`config.mk`:
```
export PLATFORM = sky130hd
export DESIGN_NAME = wdt_halt_wake
export DESIGN_NICKNAME = d
export VERILOG_FILES = /design/src/rtl/wdt_pkg.sv /design/src/rtl/wdt_halt_wake.sv /design/src/rtl/wdt_counter.sv
export SDC_FILE = /design/constraint.sdc
export NUM_CORES = 1
export LEC_CHECK = 0
export BUFFER_PORTS_ARGS = -buffer_cell sky130_fd_sc_hd__buf_4
export CORE_MARGIN = 3
export CORE_UTILIZATION = 50
export CTS_BUF_LIST = sky130_fd_sc_hd__clkbuf_8
export DETAILED_ROUTE_END_ITERATION = 16
export PLACE_DENSITY = 0.75
export SYNTH_ARGS = -nofsm -noshare
export SYNTH_HDL_FRONTEND = slang
export SYNTH_SLANG_ARGS = --single-unit
export TNS_END_PERCENT = 1
```
`constraint.sdc`:
```
create_clock -name clock -period 5.35 [get_ports clock]
set_input_delay 0.535 -clock clock [delete_from_list [all_inputs] [get_ports clock]]
set_output_delay 0.535 -clock clock [all_outputs]
set_load 0.02 [all_outputs]
```
`src/rtl/wdt_pkg.sv`:
```
// package for the watchdog / halt / wake-up block: offsets, fields, resets
// assumes an AXI4-Lite master with 32-bit data and one 100 MHz clock
package wdt_pkg;
   // register byte offsets
   localparam logic [7:0] wdt_ctrl_off = 8'h00;
   localparam logic [7:0] rst_flags_off = 8'h04;
   localparam logic [7:0] sys_ctrl_off = 8'h08;
   localparam logic [7:0] wake_en_off = 8'h0c;
   localparam logic [7:0] status_off = 8'h10;
   localparam logic [7:0] cmd_off = 8'h14;
   // watchdog_control fields and reset
   localparam int en_lsb = 3;
   localparam int sel_lsb = 0;
   localparam logic [7:0] wdt_ctrl_rst = 8'h52;
   localparam logic [4:0] en_off_code = 5'h15;
   localparam logic [4:0] en_on_code = 5'h0a;
   // reset_cause_flags bit positions
   localparam int wdtreg_bit = 0;
   localparam int lvreg_bit = 1;
   localparam int lv_bit = 2;
   localparam int rstreg_bit = 3;
   // system control bits (fast idle, slow idle, source select, timebase)
   localparam int fast_idle_bit = 0;
   localparam int slow_idle_bit = 1;
   localparam int osc_sel_bit = 2;
   localparam int tben_bit = 3;
   localparam logic [3:0] sys_ctrl_rst = 4'h0;
   // command bits written to cmd register
   localparam int cmd_clear_bit = 0;
   localparam int cmd_halt_bit = 1;
   // timing: software reset delay and slow clock
   localparam int sreset_delay_ns = 1000;
   localparam int clk_period_ns = 10;
   localparam int sreset_cycles = sreset_delay_ns / clk_period_ns;
   localparam int slow_clk_hz = 32768;
   // power modes, one-hot
   typedef enum logic [4:0] {
      mode_run = 5'b00001,
      mode_sleep = 5'b00010,
      mode_idle0 = 5'b00100,
      mode_idle1 = 5'b01000,
      mode_fast_only_idle_mode = 5'b10000
   } pmode_e;
endpackage

```
`src/rtl/wdt_halt_wake.sv`:
```
// watchdog, halt mode control and wake-up logic with AXI4-Lite registers
// assumes core strobes for instructions, and slow oscillator ticks
// arriving as one-cycle pulses synchronous to clock
//
// The placing of the registers and the AXI4-Lite slave port were left to the implementer.
`timescale 1ns/1ps
`default_nettype none
module wdt_halt_wake #(
   parameter int pa_width = 8,
   parameter int sreset_cycles = wdt_pkg::sreset_cycles
) (
   // clock and reset
   input wire logic clock,
   input wire logic rst_n,
   // axi4-lite write address / data / response
   input wire logic [7:0] s_axi_awaddr,
   input wire logic s_axi_awvalid,
   output logic s_axi_awready,
   input wire logic [31:0] s_axi_wdata,
   input wire logic [3:0] s_axi_wstrb,
   input wire logic s_axi_wvalid,
   output logic s_axi_wready,
   output logic [1:0] s_axi_bresp,
   output logic s_axi_bvalid,
   input wire logic s_axi_bready,
   // axi4-lite read
   input wire logic [7:0] s_axi_araddr,
   input wire logic s_axi_arvalid,
   output logic s_axi_arready,
   output logic [31:0] s_axi_rdata,
   output logic [1:0] s_axi_rresp,
   output logic s_axi_rvalid,
   input wire logic s_axi_rready,
   // core instruction strobes
   input wire logic halt_instr,
   input wire logic watchdog_clear_instruction,
   // slow oscillator ticks
   input wire logic internal_low_osc_tick,
   input wire logic external_low_crystal_tick,
   // wake sources
   input wire logic reset_pin_selected,
   input wire logic external_reset_pin_n,
   input wire logic [pa_width-1:0] port_a_in,
   input wire logic irq_request,
   input wire logic irq_enabled,
   input wire logic stack_full,
   // clock gating and core control
   output logic fast_clock_on,
   output logic sub_clock_on,
   output logic slow_watchdog_clock_on,
   output logic core_halted,
   output logic system_reset,
   output logic pc_sp_reset,
   output logic irq_take,
   output logic irq_pending,
   output logic power_down_flag,
   output logic timeout_flag
);
   // ----------------------------------------------------------------
   // registers
   // ----------------------------------------------------------------
   logic [7:0] wdt_ctrl_r;
   logic [3:0] rst_flags_r;
   logic [3:0] sys_ctrl_r;
   logic [pa_width-1:0] port_a_wake_enable_r;
   logic [pa_width-1:0] port_a_prev_r;
   logic irq_armed_r;
   logic irq_pend_r;
   logic pd_r;
   logic to_r;
   wdt_pkg::pmode_e mode_r;
   logic [15:0] sreset_cnt_r;
   logic sreset_busy_r;
   logic sysrst_r;
   logic pcsp_r;
   logic take_r;

   // ----------------------------------------------------------------
   // axi4-lite slave
   // ----------------------------------------------------------------
   logic aw_held_r, w_held_r;
   logic [7:0] aw_addr_r;
   logic [31:0] w_data_r;
   logic [3:0] w_strb_r;
   logic bvalid_r, rvalid_r;
   logic [1:0] bresp_r, rresp_r;
   logic [31:0] rdata_r;
   logic wr_fire;

   assign s_axi_awready = !aw_held_r && !bvalid_r;
   assign s_axi_wready = !w_held_r && !bvalid_r;
   assign s_axi_bvalid = bvalid_r;
   assign s_axi_bresp = bresp_r;
   assign s_axi_arready = !rvalid_r;
   assign s_axi_rvalid = rvalid_r;
   assign s_axi_rdata = rdata_r;
   assign s_axi_rresp = rresp_r;
   assign wr_fire = aw_held_r && w_held_r && !bvalid_r;

   // address and data may arrive in either order
   always_ff @(posedge clock) begin
      if (!rst_n) begin
         aw_held_r <= 1'b0;
         w_held_r <= 1'b0;
         aw_addr_r <= 8'h00;
         w_data_r <= 32'h0;
         w_strb_r <= 4'h0;
      end else begin
         if (s_axi_awvalid && s_axi_awready) begin
            aw_held_r <= 1'b1;
            aw_addr_r <= s_axi_awaddr;
         end else if (wr_fire) begin
            aw_held_r <= 1'b0;
         end
         if (s_axi_wvalid && s_axi_wready) begin
            w_held_r <= 1'b1;
            w_data_r <= s_axi_wdata;
            w_strb_r <= s_axi_wstrb;
         end else if (wr_fire) begin
            w_held_r <= 1'b0;
         end
      end
   end

   function automatic logic mapped(input logic [7:0] a);
      mapped = (a == wdt_pkg::wdt_ctrl_off) ||
               (a == wdt_pkg::rst_flags_off) ||
               (a == wdt_pkg::sys_ctrl_off) ||
               (a == wdt_pkg::wake_en_off) ||
               (a == wdt_pkg::status_off) ||
               (a == wdt_pkg::cmd_off);
   endfunction

   // write response; unmapped gets slverr
   always_ff @(posedge clock) begin
      if (!rst_n) begin
         bvalid_r <= 1'b0;
         bresp_r <= 2'b00;
      end else if (wr_fire) begin
         bvalid_r <= 1'b1;
         bresp_r <= mapped(aw_addr_r) ? 2'b00 : 2'b10;
      end else if (s_axi_bready) begin
         bvalid_r <= 1'b0;
      end
   end

   // decoded write strobes (low byte lane carries every register)
   logic wr_lane0;
   logic wr_wdt, wr_flags, wr_sys, wr_wake, wr_cmd;
   assign wr_lane0 = wr_fire && w_strb_r[0];
   assign wr_wdt = wr_lane0 && aw_addr_r == wdt_pkg::wdt_ctrl_off;
   assign wr_flags = wr_lane0 && aw_addr_r == wdt_pkg::rst_flags_off;
   assign wr_sys = wr_lane0 && aw_addr_r == wdt_pkg::sys_ctrl_off;
   assign wr_wake = wr_lane0 && aw_addr_r == wdt_pkg::wake_en_off;
   assign wr_cmd = wr_lane0 && aw_addr_r == wdt_pkg::cmd_off;

   // ----------------------------------------------------------------
   // watchdog control
   // ----------------------------------------------------------------
   logic [4:0] watchdog_enable_field;
   logic [2:0] period_select_field;
   logic wdt_on, en_illegal_wr;
   logic halt_evt, clr_evt, pin_low;
   assign watchdog_enable_field = wdt_ctrl_r[wdt_pkg::en_lsb +: 5];
   assign period_select_field = wdt_ctrl_r[wdt_pkg::sel_lsb +: 3];
   assign wdt_on = watchdog_enable_field == wdt_pkg::en_on_code;
   assign en_illegal_wr = wr_wdt &&
      w_data_r[wdt_pkg::en_lsb +: 5] != wdt_pkg::en_on_code &&
      w_data_r[wdt_pkg::en_lsb +: 5] != wdt_pkg::en_off_code;
   assign halt_evt = (halt_instr ||
      (wr_cmd && w_data_r[wdt_pkg::cmd_halt_bit])) &&
      mode_r == wdt_pkg::mode_run;
   assign clr_evt = watchdog_clear_instruction ||
      (wr_cmd && w_data_r[wdt_pkg::cmd_clear_bit]);
   assign pin_low = reset_pin_selected && !external_reset_pin_n;

   // control register; the warm pc/sp reset leaves it alone
   always_ff @(posedge clock) begin
      if (!rst_n || sysrst_r) begin
         wdt_ctrl_r <= wdt_pkg::wdt_ctrl_rst;
      end else if (wr_wdt) begin
         wdt_ctrl_r <= w_data_r[7:0];
      end
   end

   // system control and port a wake enables
   always_ff @(posedge clock) begin
      if (!rst_n || sysrst_r) begin
         sys_ctrl_r <= wdt_pkg::sys_ctrl_rst;
         port_a_wake_enable_r <= '0;
      end else begin
         if (wr_sys) begin
            sys_ctrl_r <= w_data_r[3:0];
         end
         if (wr_wake) begin
            port_a_wake_enable_r <= w_data_r[pa_width-1:0];
         end
      end
   end

   // slow clock source follows the select bit
   logic slow_tick, wdt_clear, wdt_ovf;
   assign slow_tick = sys_ctrl_r[wdt_pkg::osc_sel_bit] ?
      external_low_crystal_tick : internal_low_osc_tick;
   assign wdt_clear = en_illegal_wr || clr_evt || halt_evt ||
      pin_low;

   wdt_counter #(
      .width(18)
   ) u_counter (
      .clock(clock),
      .rst_n(rst_n),
      .slow_tick(slow_tick),
      .run(wdt_on),
      .clear(wdt_clear),
      .period_sel(period_select_field),
      .overflow(wdt_ovf)
   );

   // ----------------------------------------------------------------
   // software reset delay after an illegal enable code
   // ----------------------------------------------------------------
   always_ff @(posedge clock) begin
      if (!rst_n || sysrst_r) begin
         sreset_busy_r <= 1'b0;
         sreset_cnt_r <= 16'h0;
      end else if (en_illegal_wr && !sreset_busy_r) begin
         sreset_busy_r <= 1'b1;
         sreset_cnt_r <= 16'(sreset_cycles - 1);
      end else if (sreset_busy_r && sreset_cnt_r != 16'h0) begin
         sreset_cnt_r <= sreset_cnt_r - 1'b1;
      end
   end

   // reset-cause flags; hardware set wins over software clear
   always_ff @(posedge clock) begin
      if (!rst_n) begin
         rst_flags_r <= 4'h0;
      end else begin
         if (wr_flags) begin
            rst_flags_r <= w_data_r[3:0];
         end
         if (en_illegal_wr) begin
            rst_flags_r[wdt_pkg::wdtreg_bit] <= 1'b1;
         end
      end
   end

   // ----------------------------------------------------------------
   // power modes
   // ----------------------------------------------------------------
   logic wake_pin, wake_irq;
   assign wake_pin = |(port_a_wake_enable_r & port_a_prev_r &
      ~port_a_in);
   assign wake_irq = irq_request && irq_armed_r;
   assign core_halted = mode_r != wdt_pkg::mode_run;

   // halt picks mode from idle enables; any wake source returns to run
   always_ff @(posedge clock) begin
      if (!rst_n || sysrst_r) begin
         mode_r <= wdt_pkg::mode_run;
      end else if (halt_evt) begin
         case ({sys_ctrl_r[wdt_pkg::fast_idle_bit],
                sys_ctrl_r[wdt_pkg::slow_idle_bit]})
            2'b00: mode_r <= wdt_pkg::mode_sleep;
            2'b01: mode_r <= wdt_pkg::mode_idle0;
            2'b11: mode_r <= wdt_pkg::mode_idle1;
            default: mode_r <= wdt_pkg::mode_fast_only_idle_mode;
         endcase
      end else if (core_halted && (wake_pin || wake_irq || wdt_ovf)) begin
         mode_r <= wdt_pkg::mode_run;
      end
   end

   // port a history for edge detection
   always_ff @(posedge clock) begin
      if (!rst_n) begin
         port_a_prev_r <= '1;
      end else begin
         port_a_prev_r <= port_a_in;
      end
   end

   // request already set at halt cannot wake the part
   always_ff @(posedge clock) begin
      if (!rst_n) begin
         irq_armed_r <= 1'b0;
      end else if (halt_evt) begin
         irq_armed_r <= !irq_request;
      end else if (!core_halted) begin
         irq_armed_r <= 1'b0;
      end
   end

   // interrupt wake: enter service or leave pending
   always_ff @(posedge clock) begin
      if (!rst_n || sysrst_r) begin
         take_r <= 1'b0;
         irq_pend_r <= 1'b0;
      end else begin
         take_r <= 1'b0;
         if (core_halted && wake_irq && irq_enabled && !stack_full) begin
            take_r <= 1'b1;
         end else if (core_halted && wake_irq) begin
            irq_pend_r <= 1'b1;
         end else if (irq_pend_r && irq_enabled && !stack_full) begin
            take_r <= 1'b1;
            irq_pend_r <= 1'b0;
         end
      end
   end

   // clock enables per mode; slow clock kept when counting needed
   always_comb begin
      fast_clock_on = mode_r == wdt_pkg::mode_run ||
         mode_r == wdt_pkg::mode_idle1 ||
         mode_r == wdt_pkg::mode_fast_only_idle_mode;
      sub_clock_on = mode_r == wdt_pkg::mode_run ||
         mode_r == wdt_pkg::mode_idle0 ||
         mode_r == wdt_pkg::mode_idle1;
      slow_watchdog_clock_on = wdt_on ||
         sys_ctrl_r[wdt_pkg::tben_bit];
   end

   // ----------------------------------------------------------------
   // status flags and reset outputs
   // ----------------------------------------------------------------
   // power-down and time-out flags
   always_ff @(posedge clock) begin
      if (!rst_n) begin
         pd_r <= 1'b0;
         to_r <= 1'b0;
      end else if (halt_evt) begin
         pd_r <= 1'b1;
         to_r <= 1'b0;
      end else begin
         if (clr_evt) begin
            pd_r <= 1'b0;
            to_r <= 1'b0;
         end
         if (wdt_ovf) begin
            to_r <= 1'b1;
         end
      end
   end

   // full reset on run-mode overflow, pin or delayed bad code;
   // only pc/sp when the overflow arrives while halted
   always_ff @(posedge clock) begin
      if (!rst_n) begin
         sysrst_r <= 1'b0;
         pcsp_r <= 1'b0;
      end else begin
         sysrst_r <= (wdt_ovf && !core_halted) || pin_low ||
            (sreset_busy_r && sreset_cnt_r == 16'h0 && !sysrst_r);
         pcsp_r <= wdt_ovf && core_halted;
      end
   end

   assign system_reset = sysrst_r;
   assign pc_sp_reset = pcsp_r;
   assign irq_take = take_r;
   assign irq_pending = irq_pend_r;
   assign power_down_flag = pd_r;
   assign timeout_flag = to_r;

   // ----------------------------------------------------------------
   // read path
   // ----------------------------------------------------------------
   logic [31:0] rd_word;
   always_comb begin
      rd_word = 32'h0;
      case (s_axi_araddr)
         wdt_pkg::wdt_ctrl_off: rd_word[7:0] = wdt_ctrl_r;
         wdt_pkg::rst_flags_off: rd_word[3:0] = rst_flags_r;
         wdt_pkg::sys_ctrl_off: rd_word[3:0] = sys_ctrl_r;
         wdt_pkg::wake_en_off: rd_word[pa_width-1:0] = port_a_wake_enable_r;
         wdt_pkg::status_off: rd_word[7:0] = {irq_pend_r, mode_r,
                                              to_r, pd_r};
         default: rd_word = 32'h0;
      endcase
   end

   // read answer one cycle after address is taken
   always_ff @(posedge clock) begin
      if (!rst_n) begin
         rvalid_r <= 1'b0;
         rdata_r <= 32'h0;
         rresp_r <= 2'b00;
      end else if (s_axi_arvalid && s_axi_arready) begin
         rvalid_r <= 1'b1;
         rdata_r <= rd_word;
         rresp_r <= (mapped(s_axi_araddr) &&
            s_axi_araddr != wdt_pkg::cmd_off) ? 2'b00 : 2'b10;
      end else if (s_axi_rready) begin
         rvalid_r <= 1'b0;
      end
   end
endmodule
`default_nettype wire

```
`src/rtl/wdt_counter.sv`:
```
// watchdog synchronous binary counter with selectable overflow tap
// assumes slow_tick is a one-cycle pulse per slow clock period
`timescale 1ns/1ps
`default_nettype none
module wdt_counter #(
   parameter int width = 18
) (
   // clock and reset
   input wire logic clock,
   input wire logic rst_n,
   // control
   input wire logic slow_tick,
   input wire logic run,
   input wire logic clear,
   input wire logic [2:0] period_sel,
   // result
   output logic overflow
);
   logic [width-1:0] count_r;

   // tap index for each period code
   function automatic logic [4:0] tap_of(input logic [2:0] s);
      case (s)
         3'h0: tap_of = 5'h08;
         3'h1: tap_of = 5'h0a;
         3'h2: tap_of = 5'h0c;
         3'h3: tap_of = 5'h0e;
         3'h4: tap_of = 5'h0f;
         3'h5: tap_of = 5'h10;
         3'h6: tap_of = 5'h11;
         default: tap_of = 5'h12;
      endcase
   endfunction

   logic [width:0] limit;
   assign limit = (width+1)'(1) << tap_of(period_sel);

   // count slow ticks; any clear restarts from zero
   always_ff @(posedge clock) begin
      if (!rst_n || clear || overflow) begin
         count_r <= '0;
      end else if (run && slow_tick) begin
         count_r <= count_r + 1'b1;
      end
   end

   // overflow on the tick that completes the selected count
   assign overflow = run && slow_tick && !clear &&
                     ({1'b0, count_r} == limit - 1'b1);
endmodule
`default_nettype wire

```
==> impl_metrics.env <==
export IMPL_vias_per_cell=5.410
export IMPL_place_ws_ns=2.860
export IMPL_h_tree_depth=3
export IMPL_finalClockSkew_ns=0.01541
export IMPL_synth_edff_count=0
export IMPL_total_power_mw=1.573
export IMPL_topRoutingLayerUsed="met4"
export IMPL_min_period_over_period_pct=46.70
export IMPL_status="finished clean"
export IMPL_synthesis_area_mm2=0.005275
export IMPL_hold_buffers=0
export IMPL_numPortBuffers=73
export IMPL_timing_hold_ws_ns=0.3395
export IMPL_worst_pin_slew_ns=1.017
export IMPL_cts_tree="built"
export IMPL_fin_setup_tns_ns=0
export IMPL_drc=0
export IMPL_grt_pass1_wl_mm=19.10
export IMPL_final_util_pct=59.97
export IMPL_synth_top_area_share_pct=41.75
export IMPL_final_hold_viol_count=0
export IMPL_pin_count=127
export IMPL_fin_nets=751
export IMPL_setup_worst_path_end_class="flop"
export IMPL_drive_gt1_share_pct=15.81
export IMPL_report_final_slew_viol_count=0
export IMPL_grt_overflow=0
export IMPL_antenna_found_initial=0
export IMPL_dp_hpwl_mm=8.635
export IMPL_irDropWorstVdd_uv=221.4
export IMPL_die_area_mm2=0.01182
export IMPL_setup_worst_path_class="flop to flop"
export IMPL_wl_met1_mm=5.063
export IMPL_yosysUniqueCellTypes=61
export IMPL_grt_max_degree=52
export IMPL_finalCriticalPeriod_ns=2.499
export IMPL_antenna_left=0
export IMPL_fp_dieH_um=108.7
export IMPL_num_rows=36
export IMPL_fmax_mhz=400.2
export IMPL_die_w_um=108.7
export IMPL_num_antenna_cells=0
export IMPL_synth_area_leaders="dfxtp_1, nand2_1, mux2i_1"
export IMPL_multi_input_area_mm2=0.002813
export IMPL_synth_top_cell_by_area="dfxtp_1"
export IMPL_clock_sinks=110
export IMPL_cts_root_buf="clkbuf_8"
export IMPL_start_util_pct=52.75
export IMPL_power_density_mw_per_mm2=262.3
export IMPL_detail_route_iter0_violations=218
export IMPL_synth_top_family_by_area="simple AND/OR/NAND/NOR gates"
export IMPL_synth_compound_area_share_pct=13.88
export IMPL_wl_per_cell_um=14.40
export IMPL_grt_pass1_vias=4109
export IMPL_fin_ws_ns=2.851
export IMPL_ys_seq_area_share_pct=41.75
export IMPL_synth_simple_area_share_pct=24.43
export IMPL_ys_ff_latch=110
export IMPL_first_pass_iters=5
export IMPL_area_growth_pct=13.69
export IMPL_start_kind="flop"
export IMPL_grt_use_total_pct=20.34
export IMPL_relSlewSlack_pct=32.03
export IMPL_drt_total_wl_mm=11.66
export IMPL_rsz0062_at_grt="no"
export IMPL_seq_area_mm2=0.002202
export IMPL_coreArea_mm2=0.01000
export IMPL_dr_wl_met2_mm=5.877
export IMPL_cap_viol_max_count=0
export IMPL_setup_viol=0
export IMPL_synthFlopType="dfxtp_1"
export IMPL_critPathRequiredTime_ns=5.62
export IMPL_hp_class="primary input to flop"
export IMPL_route_met3_wl_um=568
export IMPL_leakage_nw=2.384
export IMPL_nFillCells=908
export IMPL_postSynthAreaPerCell_um2=8.605
export IMPL_synth_warnings=0
export IMPL_clk_path_buf_depth=2
export IMPL_path_max_fanout=7
export IMPL_synth_mux_area_share_pct=6.807
export IMPL_cts_setup_buffers=0
export IMPL_synth_xor_area_share_pct=5.645
export IMPL_worst_endpoint_arrival_ns=2.77
export IMPL_synthCells=613
export IMPL_clock_latency_ns=0.39
export IMPL_synth_async_sr_flop_share_pct=0
export IMPL_cts_buffers=9
export IMPL_cts_reportedPaths_clkPinSlew_ns=0.11
export IMPL_gp_congestion=0.9076
export IMPL_ctsResizeCount=0
export IMPL_synth_fa_ha_area_share_pct=0.7116
export IMPL_num_vias=4382
## per-layer routing
metal  GRT usage (%)  vias to the layer above
li1                -                     2185
met5               0                        -
met4           5.861                        0
met3           5.151                       15
met1           24.78                     2071
met2           35.48                      111
## flip-flops by register name, summed over array words and instances (netlist names), 4 cells and up
register and cells:
u_counter.count_r 18, mode_r 5, aw_addr_r 8, w_data_r 8, s_axi_rdata 8, wdt_ctrl_r 8, port_a_wake_enable_r 8, sreset_cnt_r 16
rst_flags_r 4, sys_ctrl_r 4, port_a_prev_r 8
## through the flow
stage,area (µm²),cells
floorplan,5369,638
global placement,5793,794
detailed placement,5793,794
CTS,5997,810
global route,5997,810
finish,5997,810
## cell usage after synthesis, drive strengths merged, types with 7 or more instances
| library cell | count |
|---|---|
| a21boi | 23 |
| a21oi | 17 |
| buf | 33 |
| clkbuf | 18 |
| dfxtp | 110 |
| inv | 15 |
| mux2 | 7 |
| mux2i | 28 |
| nand2 | 86 |
| nand2b | 15 |
| nand3 | 10 |
| nand4 | 9 |
| nor2 | 69 |
| nor2b | 11 |
| nor3 | 18 |
| nor4 | 12 |
| o211a | 9 |
| o21ai | 20 |
| xnor2 | 23 |
| xor2 | 11 |
## layout by cell type, fill, tap and decap left out, types with 9 or more instances in the layout
master    instances
dfxtp_1         110
nand2_1          86
buf_4            74
nor2_1           68
mux2i_1          28
conb_1           26
xnor2_1          23
a21boi_0         22
o21ai_0          20
nor3_1           18
a21oi_1          17
inv_1            16
nand2b_1         15
xor2_1           11
nor2b_1          11
nand3_1          10
nor4_1            9
nand4_1           9
o211a_1           9
clkbuf_8          9
## area by class of cell
cell class / instances / share of cell area [%]
clock buffer: 9 / 2.066
multi-input combinational: 462 / 46.90
sequential: 110 / 36.72
inverter: 15 / 0.9389
clock inverter: 7 / 1.335
timing repair buffer: 74 / 9.264
tap: 133 / 2.775
## cell families (layout without fill, tap and decap cells)
family | after synthesis | after routing
compound gates | 104 | 104
buf+inv | 66 | 105
mux | 35 | 35
other cells | 1 | 26
simple gates | 260 | 260
flops | 110 | 110
fa+ha+maj | 3 | 3
xor+xnor | 34 | 34
## worst max-delay path: stages (launching register included)
cell       delay (ns)
dfxtp_1          0.36
nand4bb_1        0.28
nor4b_1          0.70
nand3_1          0.39
nor4_1           0.43
xnor2_1          0.16
nor2_1           0.05
## where the power goes
| group | internal, mW | switching (mW) |
|---|---|---|
| registers | 0.842 | 0.0248 |
| clock network | 0.223 | 0.299 |
| logic | 0.0764 | 0.108 |
## path summary, 6_finish.rpt
check	start	endpoint	cells past startpoint	slack (ns)
hold reg to reg	aw_addr_r[1]	aw_addr_r[1]	2	0.48
hold / removal	port_a_in[2]	port_a_prev_r[2]	2	0.34
setup / recovery	wdt_ctrl_r[5]	u_counter.count_r[17]	6	2.85
setup reg to reg	wdt_ctrl_r[5]	u_counter.count_r[17]	6	2.85
Note: power is estimated with default switching activity, not from simulation.
